`src/verilog/unused_placeholder_none.sv`:
```
`timescale 1ns/10ps

```
`src/verilog/pmcs_pkg.sv`:
```
// Constants and types shared by the power-mode clock sequencer.
// Assumes a single sys_clk domain; software fields arrive as plain ports.
// What this block does
// Four modes plus a separate hibernate state
// Full-on: PLL running, not bypassed, clocks on
// Power-up starts in full-on mode
// Active: PLL bypassed, clocks at input rate
// Multiplier written in active applied at full-on
// Active mode keeps L1 DMA available
// Software re-enables PLL before full-on or sleep; the code turns the PLL on in both regardless of pllEnable_r
// Sleep: core clock stopped, PLL and system on
// Sleep wakeup picks mode from bypass bit
// Sleep mode blocks system DMA to L1
// Deep sleep: PLL off, both clocks off
// Hibernate: PLL and both clocks off, core power removed
// Zero core voltage setting enters hibernate
// Individual clock gate per peripheral
// Deep sleep real-time-clock wake goes active
// Reset wake in deep sleep goes full-on
// Zero frequency field drives wake output low
// Hibernate wakeup starts full hardware reset
// Clock switching never produces runt pulses
package pmcs_pkg;
  localparam int MULT_W = 6;
  localparam int REGULATOR_FREQUENCY_FIELD_W = 2;
  localparam int VLEV_W = 4;
  localparam int PERIPH_N = 16;
  localparam logic [MULT_W-1:0] MULT_RST = 6'h0A;
  localparam logic [REGULATOR_FREQUENCY_FIELD_W-1:0] REGULATOR_FREQUENCY_FIELD_RST = 2'h3;
  localparam logic [REGULATOR_FREQUENCY_FIELD_W-1:0] REGULATOR_FREQUENCY_FIELD_SHUTDOWN = 2'h0;
  localparam logic [VLEV_W-1:0] VLEV_RST = 4'hB;
  localparam logic [VLEV_W-1:0] VLEV_ZERO = 4'h0;
  localparam logic [PERIPH_N-1:0] PERIPH_RST = 16'hFFFF;
  localparam logic PLL_EN_RST = 1'b1;
  localparam logic PLL_BYP_RST = 1'b0;
  // Quiet time around a bypass switch, in ns and in cycles
  localparam int CLK_PERIOD_NS = 10;
  localparam int SWITCH_GAP_NS = 40;
  localparam int SWITCH_GAP_CYC = (SWITCH_GAP_NS + CLK_PERIOD_NS - 1) / CLK_PERIOD_NS;
  localparam int GAP_W = 4;
  localparam int SYNC_N = 4;
  typedef enum logic [2:0] {
    MODE_FULL_ON,
    MODE_ACTIVE,
    MODE_SLEEP,
    MODE_DEEP_SLEEP,
    MODE_HIBERNATE
  } pmcs_mode_e;
endpackage

```
`src/verilog/pmcs_clk_if.sv`:
```
// Carrier between the mode controller and its clock-switch sequencer.
// Assumes both ends sit on sys_clk.
`timescale 1ns/10ps
interface pmcs_clk_if;
  logic wantCore;
  logic wantSys;
  logic wantBypass;
  logic coreEn;
  logic sysEn;
  logic bypassSel;
  logic busy;
  modport ctrl (output wantCore, output wantSys, output wantBypass,
    input coreEn, input sysEn, input bypassSel, input busy);
  modport seq (input wantCore, input wantSys, input wantBypass,
    output coreEn, output sysEn, output bypassSel, output busy);
endinterface

```
`src/verilog/pmcs_clk_seq.sv`:
```
// Clock-switch sequencer: gates both clocks around a bypass change.
// Assumes downstream integrated clock gates sample the enables cleanly.
`timescale 1ns/10ps
module pmcs_clk_seq (
  // Clock and reset
  input wire logic sys_clk,
  input wire logic sys_rst,
  // Controller side
  pmcs_clk_if.seq link
);
  typedef enum logic [1:0] {SQ_RUN, SQ_GATE, SQ_SWAP} pmcs_seq_e;
  pmcs_seq_e state_r;
  logic [pmcs_pkg::GAP_W-1:0] gap_r;
  logic coreEn_r;
  logic sysEn_r;
  logic bypass_r;
  wire needSwap = link.wantBypass != bypass_r;
  wire gapDone = gap_r == pmcs_pkg::GAP_W'(pmcs_pkg::SWITCH_GAP_CYC - 1);

  // Bypass mux only moves while both clocks are gated off
  always_ff @(posedge sys_clk)
  begin
    if (sys_rst)
    begin
      state_r <= SQ_RUN;
      gap_r <= '0;
      coreEn_r <= 1'b1;
      sysEn_r <= 1'b1;
      bypass_r <= pmcs_pkg::PLL_BYP_RST;
    end
    else
    begin
      case (state_r)
        SQ_RUN:
        begin
          gap_r <= '0;
          if (needSwap)
          begin
            coreEn_r <= 1'b0;
            sysEn_r <= 1'b0;
            state_r <= SQ_GATE;
          end
          else
          begin
            coreEn_r <= link.wantCore;
            sysEn_r <= link.wantSys;
          end
        end
        SQ_GATE:
        begin
          gap_r <= gapDone ? '0 : gap_r + 1'b1;
          if (gapDone)
          begin
            bypass_r <= link.wantBypass;
            state_r <= SQ_SWAP;
          end
        end
        SQ_SWAP:
        begin
          gap_r <= gapDone ? '0 : gap_r + 1'b1;
          if (gapDone)
            state_r <= SQ_RUN; // Enables return on the next RUN cycle
        end
        default:
          state_r <= SQ_RUN;
      endcase
    end
  end

  assign link.coreEn = coreEn_r;
  assign link.sysEn = sysEn_r;
  assign link.bypassSel = bypass_r;
  assign link.busy = state_r != SQ_RUN;
endmodule

```
`src/verilog/pmcs_power_mode_clock_sequencer.sv`:
```
// Operating-mode controller: PLL, core/system clock gates, core power.
// Assumes software fields come with one-cycle write strobes on sys_clk;
// wake inputs are asynchronous pins and are synchronised here.
`timescale 1ns/10ps
module pmcs_power_mode_clock_sequencer (
  // Clock and reset
  input wire logic sys_clk,
  input wire logic sys_rst,
  // PLL control register write
  input wire logic pllCtlWr,
  input wire logic pllEnableIn,
  input wire logic pllBypassIn,
  input wire logic [pmcs_pkg::MULT_W-1:0] multiplierIn,
  // Regulator control register write
  input wire logic vrCtlWr,
  input wire logic [pmcs_pkg::REGULATOR_FREQUENCY_FIELD_W-1:0] regulatorFrequencyIn,
  input wire logic [pmcs_pkg::VLEV_W-1:0] coreVoltageIn,
  input wire logic rtcWakeEnable,
  input wire logic phyWakeEnable,
  // Mode requests from software
  input wire logic sleepReq,
  input wire logic deepSleepReq,
  // Peripheral clock gates
  input wire logic periphGateWr,
  input wire logic [pmcs_pkg::PERIPH_N-1:0] periphGateIn,
  // Asynchronous wake pins
  input wire logic wakeupPin,
  input wire logic rtcWakePin,
  input wire logic resetWakePin,
  input wire logic phyWakePin,
  // Clock and power controls
  output logic pllOn,
  output logic pllBypassed,
  output logic coreClkEn,
  output logic sysClkEn,
  output logic corePowerOn,
  output logic [pmcs_pkg::PERIPH_N-1:0] periphClkEn,
  output logic [pmcs_pkg::MULT_W-1:0] appliedMultiplier,
  // Status and system signals
  output logic [2:0] modeState,
  output logic dmaL1Allowed,
  output logic externalWakeOut,
  output logic hwResetReq,
  output logic switchBusy
);
  pmcs_clk_if clkLink ();
  pmcs_pkg::pmcs_mode_e mode_r;
  pmcs_pkg::pmcs_mode_e mode_nxt;
  logic pllEnable_r;
  logic pllBypass_r;
  logic [pmcs_pkg::MULT_W-1:0] multPending_r;
  logic [pmcs_pkg::MULT_W-1:0] multApplied_r;
  logic [pmcs_pkg::REGULATOR_FREQUENCY_FIELD_W-1:0] regulator_frequency_field_r;
  logic [pmcs_pkg::PERIPH_N-1:0] periph_r;
  logic extWake_r;
  logic hwReset_r;
  logic pllOn_r;
  logic dma_r;
  logic power_r;
  logic [pmcs_pkg::SYNC_N-1:0] syncA_r;
  logic [pmcs_pkg::SYNC_N-1:0] syncB_r;

  // Two-flop synchronisers for the wake pins
  always_ff @(posedge sys_clk)
  begin
    if (sys_rst)
    begin
      syncA_r <= '0;
      syncB_r <= '0;
    end
    else
    begin
      syncA_r <= {phyWakePin, resetWakePin, rtcWakePin, wakeupPin};
      syncB_r <= syncA_r;
    end
  end

  // Named wake conditions
  wire wakeSync = syncB_r[0];
  wire rtcSync = syncB_r[1];
  wire rstSync = syncB_r[2];
  wire phySync = syncB_r[3];
  wire hibWake = rstSync | (rtcSync & rtcWakeEnable) | (phySync & phyWakeEnable);
  wire goHibernate = vrCtlWr && coreVoltageIn == pmcs_pkg::VLEV_ZERO;
  wire bypassNow = pllCtlWr ? pllBypassIn : pllBypass_r;

  // Mode transitions; zero core voltage overrides any other request
  always_comb
  begin
    mode_nxt = mode_r;
    if (goHibernate && mode_r != pmcs_pkg::MODE_HIBERNATE)
      mode_nxt = pmcs_pkg::MODE_HIBERNATE;
    else
    begin
      case (mode_r)
        pmcs_pkg::MODE_FULL_ON,
        pmcs_pkg::MODE_ACTIVE:
        begin
          // Full-on and sleep turn the PLL on whether or not software re-enabled it
          if (deepSleepReq)
            mode_nxt = pmcs_pkg::MODE_DEEP_SLEEP;
          else if (sleepReq)
            mode_nxt = pmcs_pkg::MODE_SLEEP;
          else
            mode_nxt = bypassNow ? pmcs_pkg::MODE_ACTIVE : pmcs_pkg::MODE_FULL_ON;
        end
        pmcs_pkg::MODE_SLEEP:
          if (wakeSync)
            mode_nxt = pllBypass_r ? pmcs_pkg::MODE_ACTIVE : pmcs_pkg::MODE_FULL_ON;
        pmcs_pkg::MODE_DEEP_SLEEP:
          if (rstSync)
            mode_nxt = pmcs_pkg::MODE_FULL_ON;
          else if (rtcSync)
            mode_nxt = pmcs_pkg::MODE_ACTIVE;
        pmcs_pkg::MODE_HIBERNATE:
          if (hibWake)
            mode_nxt = pmcs_pkg::MODE_FULL_ON;
        default:
          mode_nxt = pmcs_pkg::MODE_FULL_ON;
      endcase
    end
  end

  // Mode register, power-up lands in full-on
  always_ff @(posedge sys_clk)
  begin
    if (sys_rst)
      mode_r <= pmcs_pkg::MODE_FULL_ON;
    else
      mode_r <= mode_nxt;
  end

  // PLL control fields; multiplier waits in a holding register
  always_ff @(posedge sys_clk)
  begin
    if (sys_rst || (mode_r == pmcs_pkg::MODE_HIBERNATE && hibWake))
    begin
      pllEnable_r <= pmcs_pkg::PLL_EN_RST;
      pllBypass_r <= pmcs_pkg::PLL_BYP_RST;
      multPending_r <= pmcs_pkg::MULT_RST;
    end
    else if (pllCtlWr)
    begin
      pllEnable_r <= pllEnableIn;
      pllBypass_r <= pllBypassIn;
      multPending_r <= multiplierIn;
    end
  end

  // Held multiplier only reaches the PLL on full-on
  always_ff @(posedge sys_clk)
  begin
    if (sys_rst)
      multApplied_r <= pmcs_pkg::MULT_RST;
    else if (mode_nxt == pmcs_pkg::MODE_FULL_ON)
      multApplied_r <= (pllCtlWr && mode_r == pmcs_pkg::MODE_FULL_ON) ? multiplierIn
        : multPending_r;
  end

  // Regulator field, wake pin and peripheral gates
  always_ff @(posedge sys_clk)
  begin
    if (sys_rst)
    begin
      regulator_frequency_field_r <= pmcs_pkg::REGULATOR_FREQUENCY_FIELD_RST;
      extWake_r <= 1'b1;
      periph_r <= pmcs_pkg::PERIPH_RST;
    end
    else
    begin
      if (vrCtlWr)
        regulator_frequency_field_r <= regulatorFrequencyIn;
      // A wake event raises the pin again and wins over a shutdown write
      if (mode_r == pmcs_pkg::MODE_HIBERNATE && hibWake)
        extWake_r <= 1'b1;
      else if (vrCtlWr && regulatorFrequencyIn == pmcs_pkg::REGULATOR_FREQUENCY_FIELD_SHUTDOWN)
        extWake_r <= 1'b0;
      if (mode_r == pmcs_pkg::MODE_HIBERNATE)
        periph_r <= pmcs_pkg::PERIPH_RST; // Lost with core power
      else if (periphGateWr)
        periph_r <= periphGateIn;
    end
  end

  // Per-mode settings derived from the next mode
  wire nxtSleepy = mode_nxt == pmcs_pkg::MODE_DEEP_SLEEP || mode_nxt == pmcs_pkg::MODE_HIBERNATE;
  wire nxtPll = !nxtSleepy && (pllEnable_r || mode_nxt != pmcs_pkg::MODE_ACTIVE);
  assign clkLink.wantCore = mode_nxt == pmcs_pkg::MODE_FULL_ON
    || mode_nxt == pmcs_pkg::MODE_ACTIVE;
  assign clkLink.wantSys = !nxtSleepy;
  assign clkLink.wantBypass = mode_nxt == pmcs_pkg::MODE_ACTIVE;

  // PLL power, DMA reach and core power flops
  always_ff @(posedge sys_clk)
  begin
    if (sys_rst)
    begin
      pllOn_r <= 1'b1;
      dma_r <= 1'b1;
      power_r <= 1'b1;
      hwReset_r <= 1'b0;
    end
    else
    begin
      pllOn_r <= nxtPll;
      dma_r <= mode_nxt == pmcs_pkg::MODE_FULL_ON
        || mode_nxt == pmcs_pkg::MODE_ACTIVE; // see R6
      power_r <= mode_nxt != pmcs_pkg::MODE_HIBERNATE;
      hwReset_r <= mode_r == pmcs_pkg::MODE_HIBERNATE && hibWake;
    end
  end

  // Runt-free gating and bypass switching
  pmcs_clk_seq uSeq (
    .sys_clk(sys_clk),
    .sys_rst(sys_rst),
    .link(clkLink.seq)
  );

  // Output assignments, all from flops
  assign pllOn = pllOn_r;
  assign pllBypassed = clkLink.bypassSel;
  assign coreClkEn = clkLink.coreEn;
  assign sysClkEn = clkLink.sysEn;
  assign corePowerOn = power_r;
  assign periphClkEn = periph_r;
  assign appliedMultiplier = multApplied_r;
  assign modeState = mode_r;
  assign dmaL1Allowed = dma_r;
  assign externalWakeOut = extWake_r;
  assign hwResetReq = hwReset_r;
  assign switchBusy = clkLink.busy;
endmodule

```
`config.mk`:
```
export PLATFORM = sky130hd
export DESIGN_NAME = pmcs_power_mode_clock_sequencer
export DESIGN_NICKNAME = d
export VERILOG_FILES = /design/src/verilog/unused_placeholder_none.sv /design/src/verilog/pmcs_pkg.sv /design/src/verilog/pmcs_clk_if.sv /design/src/verilog/pmcs_clk_seq.sv /design/src/verilog/pmcs_power_mode_clock_sequencer.sv
export SDC_FILE = /design/constraint.sdc
export NUM_CORES = 1
export LEC_CHECK = 0
export ABC_CLOCK_PERIOD_IN_PS = 3900
export BUFFER_PORTS_ARGS = -buffer_cell sky130_fd_sc_hd__clkbuf_2
export CORE_UTILIZATION = 40
export CTS_CLUSTER_DIAMETER = 80
export DETAILED_ROUTE_END_ITERATION = 8
export HOLD_SLACK_MARGIN = 0.08
export PLACE_DENSITY = 0.72
export SLEW_MARGIN = 30
export SYNTH_ARGS = -nofsm -noshare
export SYNTH_HDL_FRONTEND = slang
export SYNTH_SLANG_ARGS = --single-unit
```
`constraint.sdc`:
```
create_clock -name sys_clk -period 3.9 [get_ports sys_clk]
set_input_delay 0.39 -clock sys_clk [delete_from_list [all_inputs] [get_ports sys_clk]]
set_output_delay 0.39 -clock sys_clk [all_outputs]
set_load 0.01 [all_outputs]
```
==> results by group <==
Cells and area
  – Commonest non-fill, non-tap cell in the layout: clkbuf_2
  – Ant diodes: 0
  – Area growth syn-to-layout: 22.7%
  – Final Instance Area: 2830 sq um
  – Most frequent cells in the layout: clkbuf_2, dfxtp_1, mux2i_1
  – Proportion of layout cells with a drive suffix above 1: 36.8%
  – Fin cells: 371
  – Fin nets: 346
  – Filler instances: 554

CTS
  – Clk sinks: 55
  – Num CTS Buffers: 5
  – Postcts setup bufs: 0
  – Post-CTS Resized: 0
  – CTS Hold Bufs: 0
  – CTS max path bufs: 2
  – H-tree depth: 2
  – Clock latency on the worst-skew pair: 0.30 ns
  – CTS tree: yes
  – Root Driver: clkbuf_8
  – CTS clk-pin slew, worst paths: 0.09 ns

Setup path
  – Arr. time, crit path: 2.10 ns
  – Worst Setup Start Kind: register
  – Crit path kind: register to register
  – WP data required: 4.09 ns
  – Worst Setup End Kind: register
  – Worst-path maximum fanout: 4
  – Critical Path Start: uSeq.gap_r[0]
  – Critical R2R Launch: uSeq.gap_r[0]

Yosys
  – FF+latch count, synth: 55
  – Syn Nets: 273
  – Ys flop type: dfxtp_1
  – Synth warn: 0
  – EDFF count, synth: 0
  – Fraction of registers with async set/reset: 0%
  – Area leader, netlist: dfxtp_1
  – Yosys cell types: 47
  – Syn Inst Count: 225
  – Seq/Total Area, Yosys: 47.7%
  – Mean Syn Cell Area: 10.3 sq um
  – Leading post-synthesis cells by cell area: dfxtp_1, mux2i_1, nand2_1
  – Cell Area, Synth: 2310 sq um
  – Post-synth top area share: 47.7%

Floorplanning
  – FP Rows: 27
  – Area of the core: 5540 sq um
  – Die ar.: 6080 sq um
  – IO Count: 77
  – Starting Density: 41.7%
  – Chip Width: 78.0 um
  – Die Y: 78.0 um

Job
  – Max-cap viol count: 0

Global routing
  – Antenna violations before repair: 0
  – Largest net degree at the start of global routing: 36
  – Vias in the first global route: 1745
  – First-pass GRT wire length: 7.73 mm
  – GRT Total Usage: 16.0%
  – Total grt overflow: 0

Worst hold path
  – Hold_sp: rtcWakePin
  – Hold WC Path Type: primary input to register

STA
  – Headroom to the max-slew limit: 51.4%
  – Fin crit share: 49.0%
  – Fin crit period: 1.91 ns
  – RSZ-0062 raised after global routing: false
  – Hold Vio Cnt, Final: 0
  – Worst slew pin tran: 0.729 ns
  – Fin Setup TNS: 0 ns
  – Max frequency: 0.523 GHz
  – Final slew viol count: 0
  – Final hold slack: 0.289 ns
  – Setup Viol. Count Final: 0
  – Worst clock skew: 0.00410 ns

Place
  – RePlAce Congestion: 0.832
  – I/O Buffers: 76
  – Dpl hpwl: 3.32 mm
  – Dpl cell area: 2730 sq um
  – Placed cell count: 363

Routing
  – DR DRC count: 0
  – Detailed-route via count: 1762
  – Detail Route Antenna Nets: 0
  – First-pass DRT Iterations: 4
  – Routed WL: 4.40 mm
  – Drt via density: 4.75
  – Wire length per cell: 11.9 um
  – DRT iter0 DRCs: 64

Pwr
  – Max VDD drop: 0.000159 V
  – Cell Pwr Density: 405 nW/um^2
  – Pleak: 0.00130 uW
  – Total power: 1150 uW

Run status
  – Status: completed
-- sequential cells by signal, summed over array words and instances (netlist names) --
register,count
uSeq.link.coreEn,1
modeState,3
pllBypass_r,1
syncB_r,4
periphClkEn,16
syncA_r,4
multPending_r,6
pllEnable_r,1
uSeq.link.bypassSel,1
uSeq.state_r,2
hwResetReq,1
uSeq.gap_r,4
dmaL1Allowed,1
appliedMultiplier,6
uSeq.link.sysEn,1
pllOn,1
externalWakeOut,1
corePowerOn,1
-- final timing paths --
check	to	slack [ns]	depth (start not counted)
max	uSeq.state_r[1]	1.99	5
min	syncA_r[1]	0.29	2
max reg2reg	uSeq.state_r[1]	1.99	5
min reg2reg	syncB_r[2]	0.44	1
-- per-stage QoR --
| step | util (%) | worst slack (ns) |
|---|---|---|
| 6_report | 51.1 | 1.99 |
| 5_1_grt | 51.1 | 1.86 |
| 4_1_cts | 51.1 | 1.98 |
| 3_5_place_dp | 49.3 | 1.79 |
| 3_3_place_gp | 49.3 | 1.88 |
| 2_1_floorplan | - | 2.14 |
-- report_power, final --
group | switching (uW) | internal, uW | total [uW]
combinational | 104 | 92.1 | 196
clock | 169 | 162 | 332
sequential | 22.7 | 598 | 621
-- cell families (layout without fill, tap and decap cells) --
kind of cell    after synthesis  in the layout  synth area share, %
buf+inv                      16             90                 3.14
xor+xnor                      1              1                 1.19
fa+ha+maj                     5              5                 2.71
flops                        55             55                 47.7
simple gates                 85             85                 20.0
compound gates               32             32                 11.7
mux                          31             31                 13.6
-- Yosys cell counts, types with 3 or more instances --
| library cell | number |
|---|---|
| nor2_1 | 19 |
| nor2b_1 | 12 |
| ha_1 | 5 |
| nand2_1 | 27 |
| inv_1 | 6 |
| dfxtp_1 | 55 |
| a21oi_1 | 7 |
| clkbuf_1 | 5 |
| nor3_1 | 4 |
| nor2_2 | 4 |
| a211oi_2 | 5 |
| o21ai_0 | 3 |
| mux2i_1 | 29 |
-- critical path: stages (launching register included) --
cell	delay (ns)
dfxtp_1	0.37
ha_1	0.20
or3b_2	0.51
or2_2	0.33
or3_1	0.30
o311ai_0	0.10
-- cell type report --
type / count / area [sq um] / area share [%]
inverters: 6 / 22.5 / 0.795
well taps: 72 / 90.1 / 3.18
clock buffers: 8 / 100 / 3.54
repair buffers: 76 / 380 / 13.4
flip-flops and latches: 55 / 1100 / 38.9
multi-input cells: 154 / 1140 / 40.2
-- layer usage --
layer | routed length (um) | vias to the layer above | part of all wire, % | track usage (%)
met5 | 0 | - | 0 | 0
met4 | 73 | 0 | 1.7 | 5.19
met3 | 266 | 7 | 6.0 | 4.47
met2 | 2050 | 54 | 47 | 27.7
met1 | 2010 | 786 | 46 | 18.9
li1 | - | 915 | - | -
(Power assumes the default switching activity.)
